$ cat config.mk
export PLATFORM = sky130hd
export DESIGN_NAME = tso_output_status
export DESIGN_NICKNAME = d
export VERILOG_FILES = /design/src/tso_pkg.sv /design/src/tso_output_status.sv
export VERILOG_INCLUDE_DIRS = /design/src
export SDC_FILE = /design/constraint.sdc
export NUM_CORES = 1
export LEC_CHECK = 0
export BUFFER_PORTS_ARGS = -buffer_cell sky130_fd_sc_hd__buf_2
export CAP_MARGIN = 10
export CELL_PAD_IN_SITES_DETAIL_PLACEMENT = 1
export CELL_PAD_IN_SITES_GLOBAL_PLACEMENT = 1
export CORE_UTILIZATION = 34
export DETAILED_ROUTE_END_ITERATION = 10
export PLACE_DENSITY_LB_ADDON = 0.15
export REMOVE_ABC_BUFFERS = 1
export SKIP_LAST_GASP = 1
export SLEW_MARGIN = 40
export SYNTH_ARGS = -nofsm -noshare
export SYNTH_HDL_FRONTEND = slang
export SYNTH_SLANG_ARGS = --single-unit
$ cat constraint.sdc
create_clock -name mclk -period 5.1 [get_ports mclk]
set_input_delay 0.255 -clock mclk [delete_from_list [all_inputs] [get_ports mclk]]
set_output_delay 0.255 -clock mclk [all_outputs]
set_load 0.005 [all_outputs]
$ cat src/tso_consts.svh
/*
 Timing counts, field positions and framing figures of the stream output.
 Assumes mclk runs at 10 MHz; included by the design and the bench.
*/
`ifndef TSO_CONSTS_SVH
`define TSO_CONSTS_SVH
`define TSO_MCLK_HZ 10000000
`define TSO_MCLK_NS 100
`define TSO_LINK_PERIOD_NS 800
`define TSO_LINK_HALF ((`TSO_LINK_PERIOD_NS / `TSO_MCLK_NS) / 2)
`define TSO_TONE_HZ 22000
`define TSO_TONE_HALF (`TSO_MCLK_HZ / (2 * `TSO_TONE_HZ))
`define TSO_BLOCK_LEN 204
`define TSO_PAYLOAD_LEN 188
`define TSO_TEI_SLOT 1
`define TSO_TEI_BIT 7
`define TSO_TEST_ADDR 8'h14
`define TSO_FORMAT_ADDR 8'h18
`define TSO_REGULATE_BIT 5
`define TSO_SERIAL_VALID_BIT 6
`define TSO_SERIAL_BIT 0
`define TSO_FIFO_DEPTH 2
`define TSO_ENTRY_W 10
`endif

$ cat src/tso_pkg.sv
/*
 Types shared by the stream output block.
 Assumes tso_consts.svh is on the include path.
*/
package tso_pkg;
   typedef enum logic [2:0] {
      SLOT_IDLE = 3'h1,
      SLOT_PAYLOAD = 3'h2,
      SLOT_PARITY = 3'h4
   } tso_slot_t;
endpackage

$ cat src/tso_output_status.sv
/*
 Transport stream output framer with lock, test and control outputs.
 Assumes upstream bytes of 204-byte corrected blocks arrive on mclk with
 a first-byte mark; config ports are held by host registers elsewhere.
*/
`include "tso_consts.svh"

// Behaviour
// RQ1: Low reset initialises all internal state.
// RQ2: Reset leaves host configuration inputs untouched.
// RQ3: Reset acts asynchronously to mclk.
// RQ4: Selectable capture edge of stream clock.
// RQ5: Stream clock toggles through redundancy slots.
// RQ6: Valid only on payload bytes.
// RQ7: Frame start marks first block byte.
// RQ8: Strobe rises for each new payload byte.
// RQ9: Strobe silent during redundancy bytes.
// RQ10: Frame error flags uncorrectable blocks.
// RQ11: Uncorrectable block sets stream error flag.
// RQ12: Demodulator lock output follows carrier lock.
// RQ13: Node sync output follows decoder sync.
// RQ14: Overall lock needs all stages and data.
// RQ15: Symbol tick pulses once per symbol; a sym_count of 3 gives a one-cycle tick only.
// RQ16: Two symbols give two-cycle tick.
// RQ17: Raw serial taken before polarity correction.
// RQ18: Raw clock rising edge marks valid bit.
// RQ19: Sigma-delta one-bit DAC, 8-bit value.
// RQ20: Digital 22 kHz antenna tone.
// RQ21: Test outputs selected by test register.
// RQ22: Gain control as one-bit density stream.
// RQ23: Regulated mode runs from internal buffer.
// RQ24: Serial-valid bit picks regulated strobe style.
// RQ25: Format bit selects serial or parallel.
// RQ26: Block is 188 payload then 16 parity.
module tso_output_status (
   input wire logic mclk,
   input wire logic nrst,
   input wire logic cfg_edge_falling,
   input wire logic [7:0] test_ctrl,
   input wire logic [7:0] format_ctrl,
   input wire logic [7:0] dac_level,
   input wire logic [7:0] agc_level,
   input wire logic tone_enable,
   input wire logic [7:0] in_byte,
   input wire logic in_first,
   input wire logic in_uncorrectable,
   input wire logic in_valid,
   output logic in_ready,
   input wire logic rx_ready_pin,
   input wire logic demod_lock_in,
   input wire logic node_sync_in,
   input wire logic byte_sync_in,
   input wire logic rs_sync_in,
   input wire logic [1:0] sym_count,
   input wire logic dec_bit,
   input wire logic dec_bit_valid,
   output logic stream_clk,
   output logic [7:0] stream_data,
   output logic stream_valid,
   output logic frame_start,
   output logic byte_strobe,
   output logic frame_error,
   output logic demod_phase_locked,
   output logic decoder_node_synced,
   output logic overall_lock,
   output logic symbol_tick,
   output logic raw_serial_out,
   output logic raw_serial_clock,
   output logic aux_one_bit_dac,
   output logic gain_control_bitstream,
   output logic antenna_tone_out,
   output logic [15:0] test_out
);
   localparam logic [2:0] LINK_LAST = 3'(`TSO_LINK_HALF - 1);
   localparam logic [7:0] TONE_LAST = 8'(`TSO_TONE_HALF - 1);
   localparam logic [7:0] SLOT_LAST = 8'(`TSO_BLOCK_LEN - 1);
   localparam logic [7:0] PAY_LEN = 8'(`TSO_PAYLOAD_LEN);
   localparam logic [7:0] TEI_SLOT = 8'(`TSO_TEI_SLOT);

   function automatic logic [8:0] sd_step(input logic [7:0] acc,
                                          input logic [7:0] lvl);
      sd_step = {1'b0, acc} + {1'b0, lvl};
   endfunction

   logic [2:0] ph_reg;
   logic clk_reg;
   logic rx_s1_reg;
   logic rx_s2_reg;
   logic [`TSO_ENTRY_W-1:0] mem_reg [0:`TSO_FIFO_DEPTH-1];
   logic wr_ptr_reg;
   logic rd_ptr_reg;
   logic [1:0] cnt_reg;
   logic [7:0] slot_reg;
   logic [7:0] sh_reg;
   logic [2:0] bit_reg;
   tso_pkg::tso_slot_t kind_reg;
   logic [7:0] data_reg;
   logic valid_reg;
   logic start_reg;
   logic strobe_reg;
   logic err_reg;
   logic seen_reg;
   logic demod_reg;
   logic node_reg;
   logic lock_reg;
   logic pend_reg;
   logic tick_reg;
   logic raw_reg;
   logic rclk_reg;
   logic hold_v_reg;
   logic hold_b_reg;
   logic [7:0] dac_acc_reg;
   logic dac_reg;
   logic [7:0] agc_acc_reg;
   logic agc_reg;
   logic [7:0] tone_cnt_reg;
   logic tone_reg;
   logic [15:0] test_reg;

   wire tick = (ph_reg == LINK_LAST);
   // Data launches on the edge opposite the one the receiver captures on.
   wire launch = tick && ((~clk_reg) == cfg_edge_falling); // see RQ4
   wire capture = tick && !launch;
   // Config bits come straight from host registers, which reset never clears.
   wire ser = format_ctrl[`TSO_SERIAL_BIT]; // see RQ25, see RQ2
   wire regm = test_ctrl[`TSO_REGULATE_BIT]; // see RQ23
   wire sval = test_ctrl[`TSO_SERIAL_VALID_BIT]; // see RQ24
   wire load = launch && (!ser || bit_reg == 3'h0);
   wire nonempty = (cnt_reg != 2'h0);
   wire pop = load && nonempty && rx_s2_reg;
   wire push = in_valid && in_ready;
   wire [`TSO_ENTRY_W-1:0] head = mem_reg[rd_ptr_reg];
   wire head_first = head[8];
   wire head_err = head[9];
   wire [7:0] slot_inc = (slot_reg == SLOT_LAST) ? 8'h00 : slot_reg + 8'h01;
   wire [7:0] slot_n = head_first ? 8'h00 : slot_inc; // see RQ26
   wire blk_err = head_first ? head_err : err_reg;
   wire tei = blk_err && (slot_n == TEI_SLOT); // see RQ11
   wire [7:0] byte_val = {head[7] | tei, head[6:0]};
   wire is_pay = (slot_n < PAY_LEN); // see RQ6
   wire [7:0] cur = load ? byte_val : {sh_reg[6:0], 1'b0};
   wire kind_pay = (kind_reg == tso_pkg::SLOT_PAYLOAD);
   wire all_sync = demod_lock_in && node_sync_in && byte_sync_in
                   && rs_sync_in;
   wire [8:0] dac_sum = sd_step(dac_acc_reg, dac_level);
   wire [8:0] agc_sum = sd_step(agc_acc_reg, agc_level);
   wire [15:0] test_sel =
      (test_ctrl[1:0] == 2'h0) ? {data_reg, valid_reg, start_reg,
                                  strobe_reg, err_reg, clk_reg, demod_reg,
                                  node_reg, lock_reg} :
      (test_ctrl[1:0] == 2'h1) ? {slot_reg, cnt_reg, bit_reg, rx_s2_reg,
                                  in_ready, push} :
      (test_ctrl[1:0] == 2'h2) ? {8'h00, tick_reg, raw_reg, rclk_reg,
                                  dac_reg, agc_reg, tone_reg, pop, load} :
      16'h0000;

   assign in_ready = (cnt_reg != 2'h2);
   assign stream_clk = clk_reg;
   assign stream_data = data_reg;
   assign stream_valid = valid_reg;
   assign frame_start = start_reg;
   assign byte_strobe = strobe_reg;
   assign frame_error = err_reg;
   assign demod_phase_locked = demod_reg;
   assign decoder_node_synced = node_reg;
   assign overall_lock = lock_reg;
   assign symbol_tick = tick_reg;
   assign raw_serial_out = raw_reg;
   assign raw_serial_clock = rclk_reg;
   assign aux_one_bit_dac = dac_reg;
   assign gain_control_bitstream = agc_reg;
   assign antenna_tone_out = tone_reg;
   assign test_out = test_reg;

   // The divider runs free so the stream clock never stops, even in gaps.
   always_ff @(posedge mclk or negedge nrst) begin // see RQ1, see RQ3
      if (!nrst) begin
         ph_reg <= 3'h0;
         clk_reg <= 1'b0;
      end else begin
         ph_reg <= tick ? 3'h0 : ph_reg + 3'h1;
         if (tick) begin
            clk_reg <= ~clk_reg; // see RQ5
         end
      end
   end

   always_ff @(posedge mclk or negedge nrst) begin
      if (!nrst) begin
         rx_s1_reg <= 1'b0;
         rx_s2_reg <= 1'b0;
      end else begin
         rx_s1_reg <= rx_ready_pin;
         rx_s2_reg <= rx_s1_reg;
      end
   end

   // Two entries absorb one stalled slot; beyond that in_ready holds upstream.
   always_ff @(posedge mclk or negedge nrst) begin // see RQ23
      if (!nrst) begin
         wr_ptr_reg <= 1'b0;
         rd_ptr_reg <= 1'b0;
         cnt_reg <= 2'h0;
         mem_reg[0] <= 10'h000;
         mem_reg[1] <= 10'h000;
      end else begin
         if (push) begin
            mem_reg[wr_ptr_reg] <= {in_uncorrectable, in_first, in_byte};
            wr_ptr_reg <= ~wr_ptr_reg;
         end
         if (pop) begin
            rd_ptr_reg <= ~rd_ptr_reg;
         end
         cnt_reg <= cnt_reg + {1'b0, push} - {1'b0, pop};
      end
   end

   always_ff @(posedge mclk or negedge nrst) begin
      if (!nrst) begin
         slot_reg <= SLOT_LAST;
         kind_reg <= tso_pkg::SLOT_IDLE;
         err_reg <= 1'b0;
         valid_reg <= 1'b0;
         start_reg <= 1'b0;
      end else if (load) begin
         if (pop) begin
            slot_reg <= slot_n;
            kind_reg <= is_pay ? tso_pkg::SLOT_PAYLOAD
                               : tso_pkg::SLOT_PARITY; // see RQ26
            err_reg <= blk_err; // see RQ10
         end else begin
            kind_reg <= tso_pkg::SLOT_IDLE;
         end
         valid_reg <= pop && is_pay; // see RQ6
         start_reg <= pop && (slot_n == 8'h00); // see RQ7
      end
   end

   // Serial mode sends MSB first on bit 0 of the data bus.
   always_ff @(posedge mclk or negedge nrst) begin
      if (!nrst) begin
         data_reg <= 8'h00;
         sh_reg <= 8'h00;
         bit_reg <= 3'h0;
      end else if (launch) begin
         if (ser) begin
            data_reg <= {7'h00, cur[7]};
            sh_reg <= cur;
            bit_reg <= bit_reg + 3'h1;
         end else begin
            data_reg <= pop ? byte_val : 8'h00;
            bit_reg <= 3'h0;
         end
      end
   end

   always_ff @(posedge mclk or negedge nrst) begin
      if (!nrst) begin
         strobe_reg <= 1'b0;
      end else if (ser && regm) begin
         if (load || launch) begin
            if (!sval) begin
               if (launch && (load ? (pop && is_pay) : kind_pay)) begin
                  strobe_reg <= ~strobe_reg; // see RQ24
               end
            end else begin
               strobe_reg <= load ? (pop && is_pay) : kind_pay; // see RQ24
            end
         end
      end else if (launch) begin
         strobe_reg <= 1'b0;
      end else if (capture) begin
         // Rising only after the byte is settled keeps a capture clean.
         strobe_reg <= kind_pay && (!ser || bit_reg == 3'h1); // see RQ8, see RQ9
      end
   end

   always_ff @(posedge mclk or negedge nrst) begin
      if (!nrst) begin
         demod_reg <= 1'b0;
         node_reg <= 1'b0;
         lock_reg <= 1'b0;
         seen_reg <= 1'b0;
      end else begin
         demod_reg <= demod_lock_in; // see RQ12
         node_reg <= node_sync_in; // see RQ13
         seen_reg <= all_sync && (seen_reg || (pop && is_pay));
         lock_reg <= all_sync && seen_reg; // see RQ14
      end
   end

   always_ff @(posedge mclk or negedge nrst) begin
      if (!nrst) begin
         pend_reg <= 1'b0;
         tick_reg <= 1'b0;
      end else begin
         tick_reg <= (sym_count != 2'h0) || pend_reg; // see RQ15
         pend_reg <= (sym_count == 2'h2); // see RQ16
      end
   end

   // Bits arrive before polarity correction; one bit per two cycles at most.
   always_ff @(posedge mclk or negedge nrst) begin // see RQ17
      if (!nrst) begin
         raw_reg <= 1'b0;
         rclk_reg <= 1'b1;
         hold_v_reg <= 1'b0;
         hold_b_reg <= 1'b0;
      end else if (!rclk_reg) begin
         rclk_reg <= 1'b1; // see RQ18
         hold_v_reg <= dec_bit_valid;
         hold_b_reg <= dec_bit;
      end else if (hold_v_reg || dec_bit_valid) begin
         raw_reg <= hold_v_reg ? hold_b_reg : dec_bit;
         rclk_reg <= 1'b0;
         hold_v_reg <= hold_v_reg && dec_bit_valid;
         hold_b_reg <= dec_bit;
      end
   end

   always_ff @(posedge mclk or negedge nrst) begin
      if (!nrst) begin
         dac_acc_reg <= 8'h00;
         dac_reg <= 1'b0;
         agc_acc_reg <= 8'h00;
         agc_reg <= 1'b0;
      end else begin
         dac_acc_reg <= dac_sum[7:0];
         dac_reg <= dac_sum[8]; // see RQ19
         agc_acc_reg <= agc_sum[7:0];
         agc_reg <= agc_sum[8]; // see RQ22
      end
   end

   always_ff @(posedge mclk or negedge nrst) begin
      if (!nrst) begin
         tone_cnt_reg <= 8'h00;
         tone_reg <= 1'b0;
      end else if (!tone_enable) begin
         tone_cnt_reg <= 8'h00;
         tone_reg <= 1'b0;
      end else begin
         tone_cnt_reg <= (tone_cnt_reg == TONE_LAST) ? 8'h00
                                                     : tone_cnt_reg + 8'h01;
         if (tone_cnt_reg == TONE_LAST) begin
            tone_reg <= ~tone_reg; // see RQ20
         end
      end
   end

   always_ff @(posedge mclk or negedge nrst) begin
      if (!nrst) begin
         test_reg <= 16'h0000;
      end else begin
         test_reg <= test_sel; // see RQ21
      end
   end
endmodule

==> results by group <==
Cells and area
  – Number of flip-flops in the largest register: 20
  – Post-route insts no fill: between 800 and 900
  – Area Overhead vs Synth: 25.71%
  – Final nets: 664
  – Share of post-route cells with drive strength above 1: 26.26%

CTS
  – CTS root buf: clkbuf_16
  – Worst-Skew Late Latency: between 0.4 and 0.5 ns
  – Cts repair resizes: 0
  – Clock Sink Count: between 100 and 150
  – Cts hold-fix bufs: 5
  – TritonCTS Buffers: 17
  – Setup Fix Bufs, Post-CTS: 0
  – CTS H-tree depth: 4
  – Clock tree buffer depth: 2
  – CTS tree: built
  – Worst-path clk slew: ~0.060 ns

Yosys
  – Post-Syn Area per Cell: 11.09 µm²
  – #FFs+latches synth: approximately 120
  – Register area share after synthesis: between 50% and 60%
  – Yosys warns: 0
  – Synthesized area: 0.005378 mm²
  – Syn Inst Count: between 400 and 500
  – Yosys cell types: 45

Setup path
  – Cell Chain, Critical Path: inv_1 > ha_1 > nor2b_1 > o211ai_2 > or2_1 > inv_2 > ha_1 > inv_1 > ha_1 > xnor2_1 > xnor2_1
  – Critical path endpoint category: register
  – Worst Path Max Fanout: 20
  – Worst Setup Path Type: reg -> reg
  – Slowest-stage cell, CP: or2_1
  – R2R Path Start: bit_reg[0]$_DFFE_PN0N_
  – R2r setup slk: 2.05 ns
  – CP Data Arrival Time: approximately 3.4 ns
  – Worst path max stage delay: 0.66 ns
  – Reg2Reg Depth: 11
  – Crit path launch type: register
  – RR Endpoint: cnt_reg[1]$_DFF_PN0_
  – WP data required: between 5 and 6 ns
  – CP most frequent cell: ha_1

Timing
  – Hold slack final: about 0.065 ns
  – Fmax: roughly 330 MHz
  – Tcrit/Tclk final: ~60%
  – Final worst slack: roughly 2 ns
  – Min Tclk post-route: 3.051 ns
  – Slew HR: between 50% and 60%
  – Final hold viol count: 0
  – Worst Tran Pin Value: roughly 0.75 ns
  – Setup Viol. Count Final: 0
  – Max-slew violations: 0
  – RSZ-0062 raised after global routing: no
  – Setup Skew: 0.006704 ns
  – Setup TNS: 0 ns

Die
  – Cell row count: 45
  – Initial Util: 35.11%
  – IO Count: between 90 and 100
  – Die X: roughly 130 µm
  – Core ar.: 0.01531 mm²
  – Die H: 127.8 µm
  – Area of the die: ~0.016 mm²

Route
  – DRT Wirelength: roughly 13000 µm
  – Via count: 3915
  – Per-cell routed wire length: 15.68 µm
  – Drt initial violations: 99
  – Initial DRT Pass Iterations: 4
  – Drc violations: 0
  – Antenna Violating Nets Remaining: 0
  – Vias per std cell: a little under 5

Placement
  – Placed insts: approximately 770
  – Final HPWL DP: around 9000 µm
  – Port Buf Inserts: 83
  – Dpl ws: between 2 and 2.5 ns
  – RePlAce Congestion: 0.7815

Worst hold path
  – Hold endpoint: dac_acc_reg[0]$_DFF_PN0_
  – Hold Crit Depth: 2
  – HP Class: in -> reg
  – Min-delay src: dac_level[0]

Run
  – Max-cap violation count: 0

Global route
  – Largest net degree at the start of global routing: 76
  – Total Routing Usage GR: between 15 and 20%
  – Global route overflow: 0
  – Number of global-route vias before repair: 4225
  – Initial antenna violation count: 0
  – First-pass GRT wire length: 21080 µm

Power
  – PwrDens: ~550 mW/mm²
  – Lkg Pwr: between 0.003 and 0.004 µW
  – Worst vdd ir: ~0.26 mV

Status
  – Outcome: completed
where the power goes:
group          internal, µW  leakage (µW)  switching (µW)
Clock                   966      0.000333             410
Sequential             1190       0.00143             201
Combinational           484       0.00144             471
synthesized netlist by cell type, drive strengths merged:
cell	number	area (µm²)
o211ai	1	12.51
o31ai	5	37.54
or3	4	25.02
a21o	6	45.04
a31oi	3	18.77
nand3b	1	7.510
ha	25	312.8
a21boi	4	30.03
nand2	50	187.7
nand3	13	65.06
a22o	3	26.28
fa	2	40.04
nand4	3	18.77
xnor2	18	157.7
mux2i	26	272.8
o22ai	4	25.02
dfrtp	108	2703
o21a	1	7.510
nor2b	9	56.30
o21ai	50	250.2
dfstp	7	183.9
a221oi	1	8.760
nand2b	10	70.06
buf	8	36.28
or2	1	6.260
mux2	26	292.8
xor2	9	78.83
nor3	1	5.000
or4	1	11.26
a41oi	1	8.760
a21oi	12	60.06
nor4	2	12.51
inv	27	101.3
and3	2	12.51
nor2	31	116.4
and2	5	31.28
o41ai	1	27.53
clkbuf	4	15.01
layout make-up:
cell class / instances / area (µm²)
clock buffer: 23 / 488.0
sequential: 115 / 2887
clock inverter: 9 / 197.7
fill: 1695 / 8554
antenna: 1 / 2.502
inverter: 27 / 101.3
tap: 211 / 264.0
timing repair buffer: 89 / 479.2
multi-input combinational: 331 / 2341
metrics by stage:
step	area, µm²	power (µW)	utilization [%]
final	6760	3724	44.14
after global routing	6758	3963	44.13
after CTS	6758	3786	44.13
after detailed placement	6022	2376	39.32
after global placement	6016	2330	39.28
after floorplan	5326	2032	-
metal layers:
metal / part of all wire [%] / GRT usage [%] / vias to the layer above
li1: - / - / 1866
met1: 47 / 21.42 / 1971
met2: 48 / 27.69 / 60
met3: 3.4 / 4.758 / 18
met4: 1.5 / 6.436 / 0
met5: 0 / 0 / -
cells by family (layout without fill, tap and decap cells):
family / after synthesis / after routing / share of synthesized area [%]
DFF: 115 / 115 / 53.68
adders and majority gates: 27 / 27 / 6.561
xor gates and xnor gates: 27 / 27 / 4.397
and+or+nand+nor: 133 / 133 / 11.63
AOI/OAI and AO/OA: 92 / 92 / 10.38
other: 0 / 1 / 0
muxes: 52 / 52 / 10.52
buffers and inverters: 39 / 148 / 2.838
cell usage in the layout, fill, tap and decap left out, types with 17 or more instances in the layout:
cell / netlist / final
dfrtp_1: 108 / 108
buf_2: 5 / 82
nand2_1: 50 / 50
nor2_1: 31 / 30
o21ai_1: 27 / 27
mux2i_1: 25 / 25
mux2_2: 25 / 25
ha_1: 25 / 25
inv_1: 23 / 23
o21ai_0: 23 / 23
xnor2_1: 18 / 18
clkbuf_16: 0 / 17
critical path: cells and delay by family, from the launching register on:
kind            cells  cell delay [ns]
fa+ha+maj           3             0.72
flops               1             0.44
compound gates      1             0.39
buf+inv             3             0.30
simple gates        2             0.79
xor+xnor            2             0.34
worst max-delay path by stage:
stage / start / endpoint / cells after the start
finish: bit_reg[0]$_DFFE_PN0N_ / cnt_reg[1]$_DFF_PN0_ / 11
global route: bit_reg[0]$_DFFE_PN0N_ / cnt_reg[1]$_DFF_PN0_ / 11
CTS: bit_reg[0]$_DFFE_PN0N_ / cnt_reg[1]$_DFF_PN0_ / 11
detailed placement: bit_reg[0]$_DFFE_PN0N_ / cnt_reg[1]$_DFF_PN0_ / 11
global placement: bit_reg[0]$_DFFE_PN0N_ / cnt_reg[1]$_DFF_PN0_ / 11
floorplan: bit_reg[0]$_DFFE_PN0N_ / cnt_reg[1]$_DFF_PN0_ / 11
No activity file was read; power rests on OpenSTA's default activity.
